### src/analog_input_scaling_cfg.svh
// Offsets, field positions, reset values and timing counts of the analog input scaling unit
//
// Notes on behaviour
// - Each channel shows a read-only signed 32-bit scaled value, also on ports.
// - Exactly two channels; subindex zero of every table reads two.
// - Channel offset is added to raw reading before dividing.
// - Offset-corrected reading is divided by divisor; quotient becomes channel value.
// - Each channel has its own writable offset and divisor, independent of other.
// - With offset zero and divisor one the value equals the raw count.
// - Raw count is ten bits: 1024 digits span full scale.
`ifndef ANALOG_INPUT_SCALING_CFG_SVH
`define ANALOG_INPUT_SCALING_CFG_SVH

`define AIS_IDX_VALUE 16'h3320
`define AIS_IDX_OFFSET 16'h3321
`define AIS_IDX_DIVISOR 16'h3322
`define AIS_SUB_COUNT 8'h00
`define AIS_SUB_CH0 8'h01
`define AIS_SUB_CH1 8'h02
`define AIS_CHAN_COUNT 32'h0000_0002
`define AIS_VALUE_RST 32'h0000_0000
`define AIS_OFFSET_RST 32'h0000_0000
`define AIS_DIVISOR_RST 32'h0000_0001
`define AIS_RAW_BITS 10
`define AIS_DIV_STEPS 6'h20

`endif
### src/ais_pkg.sv
// Types shared by the analog input scaling unit
package ais_pkg;
	typedef logic signed [31:0] ais_word_t;
	typedef enum logic [1:0] {
		AIS_IDLE = 2'b00,
		AIS_DIV = 2'b01,
		AIS_STORE = 2'b10
	} ais_state_t;
endpackage

### src/ais_divider.sv
// Sequential signed divider truncating toward zero
`timescale 1ns/1ps
`include "analog_input_scaling_cfg.svh"
module ais_divider
	import ais_pkg::*;
(
	input wire logic core_clk,
	input wire logic rstn,
	input wire logic start,
	input wire ais_word_t dividend,
	input wire ais_word_t divisor,
	output logic done,
	output ais_word_t quotient
);
	logic busy_r, busy_nxt;
	logic [5:0] cnt_r, cnt_nxt;
	logic [32:0] rem_r, rem_nxt;
	logic [31:0] quo_r, quo_nxt;
	logic [31:0] den_r, den_nxt;
	logic neg_r, neg_nxt;
	logic done_r, done_nxt;
	ais_word_t quotient_r, quotient_nxt;
	logic [32:0] remShift;

	always_comb begin
		busy_nxt = busy_r;
		cnt_nxt = cnt_r;
		rem_nxt = rem_r;
		quo_nxt = quo_r;
		den_nxt = den_r;
		neg_nxt = neg_r;
		done_nxt = 1'b0;
		quotient_nxt = quotient_r;
		remShift = {rem_r[31:0], quo_r[31]};
		if (start && !busy_r) begin
			// Magnitudes divided, sign applied last: gives truncation toward zero
			busy_nxt = 1'b1;
			cnt_nxt = `AIS_DIV_STEPS;
			rem_nxt = 33'h0_0000_0000;
			quo_nxt = dividend[31] ? 32'(-dividend) : 32'(dividend);
			den_nxt = divisor[31] ? 32'(-divisor) : 32'(divisor);
			neg_nxt = dividend[31] ^ divisor[31];
		end else if (busy_r) begin
			if (remShift >= {1'b0, den_r}) begin
				rem_nxt = remShift - {1'b0, den_r};
				quo_nxt = {quo_r[30:0], 1'b1};
			end else begin
				rem_nxt = remShift;
				quo_nxt = {quo_r[30:0], 1'b0};
			end
			cnt_nxt = cnt_r - 6'h01;
			if (cnt_r == 6'h01) begin
				busy_nxt = 1'b0;
				done_nxt = 1'b1;
				quotient_nxt = neg_r ? ais_word_t'(-quo_nxt) : ais_word_t'(quo_nxt);
			end
		end
	end

	always_ff @(posedge core_clk or negedge rstn) begin
		if (!rstn) begin
			busy_r <= 1'b0;
			cnt_r <= 6'h00;
			rem_r <= 33'h0_0000_0000;
			quo_r <= 32'h0000_0000;
			den_r <= 32'h0000_0001;
			neg_r <= 1'b0;
			done_r <= 1'b0;
			quotient_r <= 32'h0000_0000;
		end else begin
			busy_r <= busy_nxt;
			cnt_r <= cnt_nxt;
			rem_r <= rem_nxt;
			quo_r <= quo_nxt;
			den_r <= den_nxt;
			neg_r <= neg_nxt;
			done_r <= done_nxt;
			quotient_r <= quotient_nxt;
		end
	end

	assign done = done_r;
	assign quotient = quotient_r;
endmodule // ais_divider

### src/analog_input_scaling.sv
// Two-channel analog input scaling unit with object dictionary access port
`timescale 1ns/1ps
`include "analog_input_scaling_cfg.svh"
module analog_input_scaling
	import ais_pkg::*;
(
	input wire logic core_clk,
	input wire logic rstn,
	input wire logic adcValid,
	input wire logic adcChannel,
	input wire logic [`AIS_RAW_BITS-1:0] adcRaw,
	input wire logic odReq,
	input wire logic odWrite,
	input wire logic [15:0] odIndex,
	input wire logic [7:0] odSubIndex,
	input wire logic [31:0] odWdata,
	output logic odAck,
	output logic odErr,
	output logic [31:0] odRdata,
	output ais_word_t analogValue0,
	output ais_word_t analogValue1
);
	ais_word_t value_r [2];
	ais_word_t value_nxt [2];
	ais_word_t offset_r [2];
	ais_word_t offset_nxt [2];
	ais_word_t divisor_r [2];
	ais_word_t divisor_nxt [2];
	logic [`AIS_RAW_BITS-1:0] pendRaw_r [2];
	logic [`AIS_RAW_BITS-1:0] pendRaw_nxt [2];
	logic pendValid_r [2];
	logic pendValid_nxt [2];
	ais_state_t state_r, state_nxt;
	logic curCh_r, curCh_nxt;
	logic [`AIS_RAW_BITS-1:0] curRaw_r, curRaw_nxt;
	ais_word_t dividend_r, dividend_nxt;
	ais_word_t divisorUse_r, divisorUse_nxt;
	logic divStart;
	logic divDone;
	ais_word_t divQuot;
	logic ack_r, ack_nxt;
	logic err_r, err_nxt;
	logic [31:0] rdata_r, rdata_nxt;
	logic tableHit, subCh, chSel;

	ais_divider u_div (
		.core_clk(core_clk),
		.rstn(rstn),
		.start(divStart),
		.dividend(dividend_r),
		.divisor(divisorUse_r),
		.done(divDone),
		.quotient(divQuot)
	);

	// Register access: subindex 1..2 select channel, 0 reports the count
	always_comb begin
		tableHit = (odIndex == `AIS_IDX_VALUE) || (odIndex == `AIS_IDX_OFFSET) ||
			(odIndex == `AIS_IDX_DIVISOR);
		subCh = (odSubIndex == `AIS_SUB_CH0) || (odSubIndex == `AIS_SUB_CH1);
		chSel = (odSubIndex == `AIS_SUB_CH1);
		ack_nxt = odReq;
		err_nxt = 1'b0;
		rdata_nxt = rdata_r;
		for (int i = 0; i < 2; i++) begin
			offset_nxt[i] = offset_r[i];
			divisor_nxt[i] = divisor_r[i];
		end
		if (odReq) begin
			rdata_nxt = 32'h0000_0000;
			if (!tableHit || !(subCh || odSubIndex == `AIS_SUB_COUNT)) begin
				err_nxt = 1'b1;
			end else if (!odWrite) begin
				if (odSubIndex == `AIS_SUB_COUNT) begin
					rdata_nxt = `AIS_CHAN_COUNT;
				end else if (odIndex == `AIS_IDX_VALUE) begin
					rdata_nxt = value_r[chSel];
				end else if (odIndex == `AIS_IDX_OFFSET) begin
					rdata_nxt = offset_r[chSel];
				end else begin
					rdata_nxt = divisor_r[chSel];
				end
			end else if (odSubIndex == `AIS_SUB_COUNT || odIndex == `AIS_IDX_VALUE) begin
				err_nxt = 1'b1;
			end else if (odIndex == `AIS_IDX_OFFSET) begin
				offset_nxt[chSel] = odWdata;
			end else if (odWdata == 32'h0000_0000) begin
				// A zero divisor would stall nothing but give garbage; refuse it
				err_nxt = 1'b1;
			end else begin
				divisor_nxt[chSel] = odWdata;
			end
		end
	end

	always_ff @(posedge core_clk or negedge rstn) begin
		if (!rstn) begin
			ack_r <= 1'b0;
			err_r <= 1'b0;
			rdata_r <= 32'h0000_0000;
			for (int i = 0; i < 2; i++) begin
				offset_r[i] <= `AIS_OFFSET_RST;
				divisor_r[i] <= `AIS_DIVISOR_RST;
			end
		end else begin
			ack_r <= ack_nxt;
			err_r <= err_nxt;
			rdata_r <= rdata_nxt;
			for (int i = 0; i < 2; i++) begin
				offset_r[i] <= offset_nxt[i];
				divisor_r[i] <= divisor_nxt[i];
			end
		end
	end

	// Scaling sequencer; a newer sample overwrites an unserved one of the same channel
	always_comb begin
		state_nxt = state_r;
		curCh_nxt = curCh_r;
		curRaw_nxt = curRaw_r;
		dividend_nxt = dividend_r;
		divisorUse_nxt = divisorUse_r;
		divStart = 1'b0;
		for (int i = 0; i < 2; i++) begin
			value_nxt[i] = value_r[i];
			pendRaw_nxt[i] = pendRaw_r[i];
			pendValid_nxt[i] = pendValid_r[i];
		end
		case (state_r)
			AIS_IDLE: begin
				if (pendValid_r[0] || pendValid_r[1]) begin
					// Alternate so a busy channel cannot starve the other
					curCh_nxt = pendValid_r[0] && !(pendValid_r[1] && !curCh_r) ? 1'b0 : 1'b1;
					curRaw_nxt = pendRaw_r[curCh_nxt];
					pendValid_nxt[curCh_nxt] = 1'b0;
					// Raw count is unsigned ten bits, zero extended
					dividend_nxt = ais_word_t'({22'h00_0000, pendRaw_r[curCh_nxt]}) +
						offset_r[curCh_nxt];
					divisorUse_nxt = divisor_r[curCh_nxt];
					state_nxt = AIS_DIV;
				end
			end
			AIS_DIV: begin
				divStart = 1'b1;
				state_nxt = AIS_STORE;
			end
			AIS_STORE: begin
				if (divDone) begin
					value_nxt[curCh_r] = divQuot;
					state_nxt = AIS_IDLE;
				end
			end
			default: state_nxt = AIS_IDLE;
		endcase
		if (adcValid) begin
			pendRaw_nxt[adcChannel] = adcRaw;
			pendValid_nxt[adcChannel] = 1'b1;
		end
	end

	always_ff @(posedge core_clk or negedge rstn) begin
		if (!rstn) begin
			state_r <= AIS_IDLE;
			curCh_r <= 1'b1;
			curRaw_r <= '0;
			dividend_r <= 32'h0000_0000;
			divisorUse_r <= 32'h0000_0001;
			for (int i = 0; i < 2; i++) begin
				value_r[i] <= `AIS_VALUE_RST;
				pendRaw_r[i] <= '0;
				pendValid_r[i] <= 1'b0;
			end
		end else begin
			state_r <= state_nxt;
			curCh_r <= curCh_nxt;
			curRaw_r <= curRaw_nxt;
			dividend_r <= dividend_nxt;
			divisorUse_r <= divisorUse_nxt;
			for (int i = 0; i < 2; i++) begin
				value_r[i] <= value_nxt[i];
				pendRaw_r[i] <= pendRaw_nxt[i];
				pendValid_r[i] <= pendValid_nxt[i];
			end
		end
	end

	assign odAck = ack_r;
	assign odErr = err_r;
	assign odRdata = rdata_r;
	assign analogValue0 = value_r[0];
	assign analogValue1 = value_r[1];
endmodule // analog_input_scaling

### config.mk
export PLATFORM = sky130hd
export DESIGN_NAME = analog_input_scaling
export DESIGN_NICKNAME = d
export VERILOG_FILES = /design/src/ais_pkg.sv /design/src/ais_divider.sv /design/src/analog_input_scaling.sv
export VERILOG_INCLUDE_DIRS = /design/src
export SDC_FILE = /design/constraint.sdc
export NUM_CORES = 1
export LEC_CHECK = 0
export ABC_CLOCK_PERIOD_IN_PS = 5500
export BUFFER_PORTS_ARGS = -buffer_cell sky130_fd_sc_hd__buf_2
export CORE_UTILIZATION = 35
export DETAILED_ROUTE_END_ITERATION = 12
export PLACE_DENSITY = 0.61
export SYNTH_ARGS = -nofsm -noshare
export SYNTH_HDL_FRONTEND = slang
export SYNTH_HIERARCHICAL = 1
export SYNTH_SLANG_ARGS = --single-unit
### constraint.sdc
create_clock -name core_clk -period 5.5 [get_ports core_clk]
set_input_delay 0.825 -clock core_clk [delete_from_list [all_inputs] [get_ports core_clk]]
set_output_delay 0.825 -clock core_clk [all_outputs]
set_load 0.02 [all_outputs]
---- After elaboration in Yosys (flattened, before gate mapping) ----
Index checks and enable logic that the tools add are counted.
operators by class
  bitwise gates (word level) .............. 13
  mux-type cells .......................... 70
  add/sub/neg operators ................... 6
  $lt $le $gt $ge ......................... 9
  reductions and logical operators ........ 29
  equal/unequal tests ..................... 10
operators by type and width
  kind                  number
  $mux 32               32
  $bwmux 64             3
  $neg 32->32           3
  $demux 32 s1          2
  $eq 16x14->1 const B  3
  $mux 10               4
  $ge 33x32->1          1
  $add 11x32->32        1
  $logic_not 32->1      1
  $sub 32x32->32        1
  $bwmux 20             1
  $mux 1                17
  $mux 6                2
  $demux 10 s1          1
  $mux 2                5
  $eq 8x1->1 const B    1
  $eq 8x2->1 const B    1
  $ge 2x2->1 const B    4
  $logic_not 8->1       1
  $lt 2x1->1 const B    4
  $not 1->2             4
  $logic_and 1x1->1     7
  $logic_or 1x1->1      7
  $eq 6x1->1 const B    1
  19 further kinds      30
word-level totals
  register bits ........................... 452
  bits of input ports ..................... 72
  output and inout bits ................... 98

---- Longest topological paths before layout ----
Gate-level depths: netlist of the first run.
  word-level depth ........................ 16
  mapped depth ............................ 19
  gate-level depth less buffers ........... 17

---- By module ----
Netlist of the first run, hierarchy kept.
by module, submodules not included
  module                area an instance (sq um)  instances  cells each  seq. area each (sq um)
  analog_input_scaling  15305.9                   1          1267        7887.6
  ais_divider           9389.0                    1          1131        3429.5

---- Worst setup path before layout of the first run ----
OpenSTA, ideal clock, no wires.
  path type ............................... register to register
  start point ............................. reg curCh_r
  end point ............................... reg dividend_r[24]
  arrival time ............................ 4.185 ns
  period minus slack after synthesis ...... 4.305 ns
  data required time ...................... 5.380 ns
  library setup time ...................... 0.120 ns
  path slack .............................. 1.195 ns
  stages on the path, launching flop included .. 17
  path through ............................ dfstp_2 -> nor2b_1 -> nor2_1 -> clkbuf_1 -> clkbuf_1 -> clkbuf_1 -> nand2_1 -> nand2_1 -> ha_1 -> inv_1 -> fa_1 -> nor2b_1 -> o31a_1 -> o21ai_1 -> a2111o_1 -> or3_1 -> a31o_2
on the way
  cells in the longest elaborated chain, start to end .. 10
  elaborated cells between the ends (all ways) .. 13
ends and longest elaborated chain
  what                                                                   RTL line                                                  text
  from (decl)                                                            analog_input_scaling.sv:34                                logic curCh_r, curCh_nxt;
  from (signal assigned)                                                 analog_input_scaling.sv:175                               curCh_r <= curCh_nxt;
  $logic_not 1->1 (*)                                                    analog_input_scaling.sv:133                               curCh_nxt = pendValid_r[0] && !(pendValid_r[1] && !curCh_r) ? 1'b0 : 1'b1;
  $logic_and 1x1->1 (*)                                                  analog_input_scaling.sv:133
  $logic_not 1->1 (*)                                                    analog_input_scaling.sv:133
  $logic_and 1x1->1 (*)                                                  analog_input_scaling.sv:133
  $mux 1 (*)                                                             analog_input_scaling.sv:133
  $not 1->2 (implied by the code) (*)                                    analog_input_scaling.sv:137, analog_input_scaling.sv:138
  $mux 10 (implied by the code) or $mux 32 (tied branches) (3 in a row)  analog_input_scaling.sv:137, analog_input_scaling.sv:138
  $add 11x32->32 (*)                                                     analog_input_scaling.sv:137                               dividend_nxt = ais_word_t'({22'h00_0000, pendRaw_r[curCh_nxt]}) +
  to (signal assigned)                                                   analog_input_scaling.sv:177                               dividend_r <= dividend_nxt;
  to (decl)                                                              analog_input_scaling.sv:36                                ais_word_t dividend_r, dividend_nxt;
Mark *: on every way between the ends. The rest lies on a longest branch, timed or not. The select of a mux whose other input is x is not followed.
A chain may end at the register's enable or synchronous reset.

---- Worst setup path after layout of the first run ----
  start point ............................. reg curCh_r
  end point ............................... reg dividend_r[25]
The elaborated chain is that of the path after synthesis.

==> Flow_metrics.wiki, run 1 <==
{| class="wikitable"
! Metric !! Value
|-
| Most common cell after layout, fill and taps aside || sky130_fd_sc_hd__dfrtp_1
|-
| Number of instances in the synthesized netlist || 2398
|-
| Routed vias/inst || 5.58
|-
| Kind of critical path || register to register
|-
| Final weighted congestion in routability-driven placement || 0.901
|-
| Via count || 19500
|-
| Setup tns final || 0 ns
|-
| All-Layer GR Usage || 22.1%
|-
| EDFF count, synth || 0
|-
| Cell total after placement || 3406
|-
| Post-Syn Area per Cell || 10.3 um^2
|-
| Largest net degree at the start of global routing || 130
|-
| Min Tclk post-route || 4.80 ns
|-
| Pleak || 12.3 nW
|-
| Post-CTS Setup Inserts || 0
|-
| Skew final || 0.0278 ns
|-
| Highest Clock Rate || 208 MHz
|-
| Synth unique cells || 83
|-
| R2R depth || 12
|-
| Outcome || complete, no violations
|-
| Final setup violation count || 0
|-
| Setup slack, reg-to-reg || 0.70 ns
|-
| Height of the chip || 268 um
|-
| Router iterations before antenna repair || 5
|-
| Number of hold violations in the final report || 0
|-
| CTS clk-pin slew, worst paths || 0.06 ns
|-
| Filler instances || 6806
|-
| Max_slew headroom || 15.3%
|-
| Top flip-flop cell by instance count after synthesis || sky130_fd_sc_hd__dfrtp_1
|-
| Fraction of the yosys area taken by sequential cells || 45.8%
|-
| Synthesized flop and latch total || 452
|-
| Num Clock Sinks || 452
|-
| Share of post-route cells with drive strength above 1 || 22.7%
|-
| TritonCTS clock tree || built
|-
| Final core occ || 40.3%
|-
| Die extent in x || 268 um
|-
| Total Power || 9.46 mW
|-
| MaxCap Viol Count || 0
|-
| Setup repair after global routing missed its margin || false
|-
| Crit-path max cell delay || 0.87 ns
|-
| Wire length reported by the detailed router || 78600 um
|-
| Arrival time at the worst endpoint || 5.26 ns
|-
| Detailed placer's ending HPWL || 55000 um
|-
| TritonCTS Buffers || 49
|-
| CP max FO || 32
|-
| CTS Hold Bufs || 0
|-
| Max Root-Sink Buffers || 3
|-
| Count of H-tree levels built during CTS || 2
|-
| Wire length of the first global-routing pass || 121000 um
|-
| Count of buffers from port buffering || 169
|-
| Capture point of the worst reg-to-reg path || dividend_r[25]$_DFFE_PN0P_
|-
| Worst R2R Start || curCh_r$_DFFE_PN1P_
|-
| Clock root cell || sky130_fd_sc_hd__clkbuf_16
|-
| Starting utilization of the core area || 35.3%
|-
| Number of pins with negative max-slew slack in the final report || 0
|-
| Worst hold path class || input pin to asynchronous set/reset pin
|-
| I/O pin count || 170
|-
| Power density over the cells || 336 nW/um^2
|-
| Iteration-0 DRC Markers || 1699
|-
| Detail Route Antenna Nets || 0
|-
| Critical path startpoint category || register
|-
| Ordered cell list for the critical path || nand2b_1, nand2_2, nand2_1, nand2_1, ha_1, a211oi_1, o21ai_0, nand3_1, buf_4, a2111oi_2, and3_1, o31ai_1
|-
| Cell repeated most along the worst path || sky130_fd_sc_hd__nand2_1
|-
| Fraction of registers with async set or reset after synthesis || 100%
|-
| Skew-Pair Late Insertion Delay || 0.61 ns
|-
| Worst voltage drop across the vdd grid || 221 uV
|-
| Top cell type by total area after synthesis || sky130_fd_sc_hd__dfrtp_1
|-
| Row cnt || 97
|-
| Final period utilization || 87.3%
|-
| Crit. End Element || register
|-
| Final std cells w/o fill || 3501
|-
| Total grt overflow || 0
|-
| Yosys warns || 6
|-
| Nets in the synthesized netlist || 2519
|-
| Mapped Area || 24700 um^2
|-
| Worst-Margin Slew || 1.27 ns
|-
| Overall die area || 71600 um^2
|-
| Average routed wire per standard cell || 22.5 um
|-
| Final net count || 2638
|-
| Antenna violations before repair || 9
|-
| Critical path data required time || 5.96 ns
|-
| Post-cts gate resize count || 0
|-
| Slowest cell on the critical path || sky130_fd_sc_hd__a2111oi_2
|-
| Vias in the first global route || 19500
|-
| Top-area cell type share of the netlist area || 45.3%
|-
| Area contributors post-synth || sky130_fd_sc_hd__dfrtp_1, sky130_fd_sc_hd__mux2_2, sky130_fd_sc_hd__nand2_1
|-
| Drt drc || 0
|-
| Commonest non-fill, non-tap cells in the layout || sky130_fd_sc_hd__dfrtp_1, sky130_fd_sc_hd__nand2_1, sky130_fd_sc_hd__o21ai_0, sky130_fd_sc_hd__buf_2, sky130_fd_sc_hd__mux2_2
|-
| Core area || 69900 um^2
|-
| Synthesis-to-finish area growth || 14.0%
|}
kinds of logic after synthesis:
logic type / synth area share (%)
multiplexers: 15.5
XOR/XNOR: 4.43
AO/OA/AOI/OAI: 14.7
adder cells (fa/ha/maj): 2.54
AND/OR/NAND/NOR: 13.5
flip-flops: 45.8
buffers and inverters: 3.51
sequential cells by signal (all words and copies together) (netlist names), 32 cells and up:
signal and cells:
analogValue0 32, analogValue1 32, dividend_r 32, divisorUse_r 32
divisor_r 64, odRdata 32, offset_r 64, u_div/den_r 32
u_div/quo_r 32, u_div/quotient 32, u_div/rem_r 32
layout make-up:
class	count	area, um^2	area share [%]
diodes	5	12.5	0.0445
well taps	940	1180	4.18
flip-flops and latches	452	11300	40.2
clock inverters	20	218	0.774
clock buffers	70	1430	5.06
multi-input cells	1745	12600	44.7
inverters	65	244	0.867
repair buffers	204	1170	4.15
synth_stat cells, drive strengths merged, types with 5 or more instances:
master,n
or2,8
nand4,17
a221o,34
a21oi,66
xor2,95
nand2b,12
mux4,32
or4,14
a21o,23
buf,39
a211oi,21
dfstp,5
a32oi,5
xnor2,30
and3,17
a31oi,44
clkbuf,97
mux2,221
nand3b,5
nand3,25
nor3b,7
nor2,100
a21boi,37
dfrtp,447
o211ai,13
or3,13
nor4,25
o31ai,30
nand2,415
a221oi,6
o41ai,18
o21a,7
mux2i,40
nor4b,7
and2,9
nor3,27
o21ai,211
nor2b,11
ha,47
inv,65
critical path, delay by kind of cell (launching register included):
family / cells / cell delay (ns)
flip-flops: 1 / 0.61
adder cells (fa/ha/maj): 1 / 0.36
buffers and inverters: 1 / 0.22
AO/OA/AOI/OAI: 4 / 1.36
AND/OR/NAND/NOR: 6 / 2.07
per-stage QoR:
| stage | setup slack [ns] | hold slack [ns] | instance area, um^2 |
|---|---|---|---|
| global route | 0.424 | 0.346 | 28100 |
| floorplan | 1.19 | 0.435 | 24700 |
| detailed placement | 0.750 | 0.470 | 26500 |
| global placement | 0.680 | 0.458 | 26500 |
| CTS | 0.751 | 0.305 | 28100 |
| finish | 0.699 | 0.278 | 28100 |
worst max path at each step:
stage	startpoint	end	cells past startpoint	slack [ns]
after floorplan	curCh_r$_DFFE_PN1P_	dividend_r[24]$_DFFE_PN0P_	16	1.19
after global placement	curCh_r$_DFFE_PN1P_	dividend_r[25]$_DFFE_PN0P_	12	0.68
after detailed placement	curCh_r$_DFFE_PN1P_	dividend_r[25]$_DFFE_PN0P_	12	0.75
after CTS	curCh_r$_DFFE_PN1P_	dividend_r[31]$_DFFE_PN0P_	12	0.75
after global routing	curCh_r$_DFFE_PN1P_	dividend_r[27]$_DFFE_PN0P_	12	0.42
final	curCh_r$_DFFE_PN1P_	dividend_r[25]$_DFFE_PN0P_	12	0.70
routing by layer:
metal / up-vias / track usage, % / part of all wire [%]
met5: - / 0 / 0.027
met4: 4 / 7.74 / 3.4
met3: 130 / 3.73 / 6.1
met2: 690 / 35.3 / 46
met1: 9846 / 30.0 / 44
li1: 8866 / - / -
where the power goes:
group | switching, mW | total, mW | internal, mW
registers | 0.256 | 3.83 | 3.58
clock network | 1.43 | 3.42 | 1.99
logic | 1.31 | 2.20 | 0.891
No activity file was read; power rests on OpenSTA's default activity.
==> inputs of run 2 (changes only) <==
--- a/config.mk
+++ b/config.mk
@@ -8,7 +8,9 @@
 export LEC_CHECK = 0
 export ABC_CLOCK_PERIOD_IN_PS = 5500
 export BUFFER_PORTS_ARGS = -buffer_cell sky130_fd_sc_hd__buf_2
+export CAP_MARGIN = 5
 export CORE_UTILIZATION = 35
+export CTS_BUF_LIST = sky130_fd_sc_hd__clkbuf_4 sky130_fd_sc_hd__clkbuf_8 sky130_fd_sc_hd__clkbuf_16
 export DETAILED_ROUTE_END_ITERATION = 12
 export PLACE_DENSITY = 0.61
 export SYNTH_ARGS = -nofsm -noshare
==> Flow_metrics.wiki, run 2 (same netlist as run 1, synthesis figures left out) <==
{| class="wikitable"
! Metric !! Value
|-
| Power density over the cells || 337 nW/um^2
|-
| All-Layer GR Usage || 22.1%
|-
| Arrival time at the worst endpoint || 5.25 ns
|-
| Skew-Pair Late Insertion Delay || 0.60 ns
|-
| I/O pin count || 170
|-
| TritonCTS Buffers || 49
|-
| Final std cells w/o fill || 3502
|-
| CTS clk-pin slew, worst paths || 0.06 ns
|-
| Router iterations before antenna repair || 5
|-
| Skew final || 0.0246 ns
|-
| Worst setup startpoint || curCh_r$_DFFE_PN1P_
|-
| Largest registers ranked by flip-flop count || divisor_r (64), offset_r (64)
|-
| Die extent in x || 268 um
|-
| Total Power || 9.50 mW
|-
| CP max FO || 32
|-
| Core area || 69900 um^2
|-
| Capture point of the worst reg-to-reg path || dividend_r[31]$_DFFE_PN0P_
|-
| Via count || 19500
|-
| Commonest non-fill, non-tap cells in the layout || sky130_fd_sc_hd__dfrtp_1, sky130_fd_sc_hd__nand2_1, sky130_fd_sc_hd__o21ai_0, sky130_fd_sc_hd__buf_2, sky130_fd_sc_hd__mux2_2
|-
| Capture point of the worst path || dividend_r[31]$_DFFE_PN0P_
|-
| Average routed wire per standard cell || 22.4 um
|-
| Row cnt || 97
|-
| Clock root cell || sky130_fd_sc_hd__clkbuf_16
|-
| Most common cell after layout, fill and taps aside || sky130_fd_sc_hd__dfrtp_1
|-
| Max_slew headroom || 15.5%
|-
| Starting utilization of the core area || 35.3%
|-
| TritonCTS clock tree || built
|-
| Wire length reported by the detailed router || 78600 um
|-
| Pleak || 12.4 nW
|-
| Setup slack, reg-to-reg || 0.71 ns
|-
| Min Tclk post-route || 4.79 ns
|-
| Final weighted congestion in routability-driven placement || 0.901
|-
| Hold slack final || 0.275 ns
|-
| Final period utilization || 87.0%
|-
| Post-placement worst setup slack || 0.750 ns
|-
| Worst voltage drop across the vdd grid || 220 uV
|-
| Max Root-Sink Buffers || 3
|-
| Vias in the first global route || 19500
|-
| Wire length of the first global-routing pass || 121000 um
|-
| Synthesis-to-finish area growth || 14.1%
|-
| MaxCap Viol Count || 0
|-
| Height of the chip || 268 um
|-
| Worst-Margin Slew || 1.26 ns
|-
| PnR worst setup slack || 0.714 ns
|-
| Overall die area || 71600 um^2
|-
| Num Clock Sinks || 452
|-
| Number of pins with negative max-slew slack in the final report || 0
|-
| Filler instances || 6805
|-
| CTS Hold Bufs || 0
|-
| Final net count || 2638
|-
| Setup repair after global routing missed its margin || false
|-
| Crit. End Element || register
|-
| Critical path data required time || 5.96 ns
|-
| Total grt overflow || 0
|-
| Number of hold violations in the final report || 0
|-
| Detailed placer's ending HPWL || 55000 um
|-
| Iteration-0 DRC Markers || 1596
|-
| Critical path startpoint category || register
|-
| Count of H-tree levels built during CTS || 2
|-
| Share of post-route cells with drive strength above 1 || 23.0%
|-
| Drt drc || 0
|-
| Highest Clock Rate || 209 MHz
|-
| Routed vias/inst || 5.57
|-
| Worst R2R Start || curCh_r$_DFFE_PN1P_
|-
| Largest net degree at the start of global routing || 130
|-
| Count of buffers from port buffering || 169
|-
| Final setup violation count || 0
|-
| Worst hold path class || input pin to asynchronous set/reset pin
|-
| Outcome || complete, no violations
|-
| Post-cts gate resize count || 0
|-
| Post-CTS Setup Inserts || 0
|-
| Detail Route Antenna Nets || 0
|-
| R2R depth || 12
|-
| Setup tns final || 0 ns
|-
| Cell total after placement || 3406
|-
| Kind of critical path || register to register
|-
| Antenna violations before repair || 9
|}
[run 2: cell type report]
type | count | area, um^2 | area share, %
tap | 940 | 1180 | 4.17
antenna | 6 | 15.0 | 0.0533
inverter | 65 | 244 | 0.866
timing repair buffer | 204 | 1170 | 4.15
multi-input combinational | 1745 | 12600 | 44.6
clock inverter | 20 | 218 | 0.773
sequential | 452 | 11300 | 40.2
clock buffer | 70 | 1460 | 5.18
[run 2: worst max-delay path, cell delays in order, from the launching register on]
cell                        delay, ns
sky130_fd_sc_hd__dfstp_2         0.61
sky130_fd_sc_hd__nand2b_1        0.47
sky130_fd_sc_hd__nand2_2         0.66
sky130_fd_sc_hd__nand2_1         0.24
sky130_fd_sc_hd__nand2_1         0.16
sky130_fd_sc_hd__ha_1            0.38
sky130_fd_sc_hd__o21ai_0         0.12
sky130_fd_sc_hd__o21ai_0         0.33
sky130_fd_sc_hd__nand3_1         0.21
sky130_fd_sc_hd__buf_4           0.22
sky130_fd_sc_hd__a2111oi_2       0.86
sky130_fd_sc_hd__and3_1          0.28
sky130_fd_sc_hd__o31ai_1         0.07
[run 2: report_power, final]
part           switching (mW)  internal (mW)  leakage, nW  total [mW]
combinational            1.31          0.891         5.76        2.20
sequential              0.255           3.58         5.74        3.83
clock                    1.43           2.03        0.849        3.46
total                    2.99           6.50         12.4        9.50
[run 2: through the flow]
step | instance area [um^2] | utilization, %
2_1_floorplan | 24700 | -
3_3_place_gp | 26500 | 37.9
6_report | 28200 | 40.3
3_5_place_dp | 26500 | 37.9
5_1_grt | 28200 | 40.3
4_1_cts | 28200 | 40.3
[run 2: how the worst min path moves through the flow]
stage                                start                          end  slack, ns
3_3_place_gp    u_div/cnt_r[5]$_DFFE_PN0P_   u_div/cnt_r[5]$_DFFE_PN0P_       0.46
5_1_grt                               rstn    pendRaw_r[15]$_DFFE_PN0P_       0.35
4_1_cts                               rstn    pendRaw_r[15]$_DFFE_PN0P_       0.31
2_1_floorplan   u_div/cnt_r[5]$_DFFE_PN0P_   u_div/cnt_r[5]$_DFFE_PN0P_       0.44
3_5_place_dp   u_div/den_r[10]$_DFFE_PN0P_  u_div/den_r[10]$_DFFE_PN0P_       0.47
6_report                              rstn    pendRaw_r[15]$_DFFE_PN0P_       0.28
[run 2: routing by layer]
| layer | up-vias | global-route usage (%) | share of wire [%] |
|---|---|---|---|
| met1 | 9850 | 29.9 | 44 |
| li1 | 8869 | - | - |
| met4 | 4 | 7.35 | 3.1 |
| met3 | 118 | 3.87 | 6.5 |
| met5 | - | 0 | 0.027 |
| met2 | 680 | 35.5 | 47 |
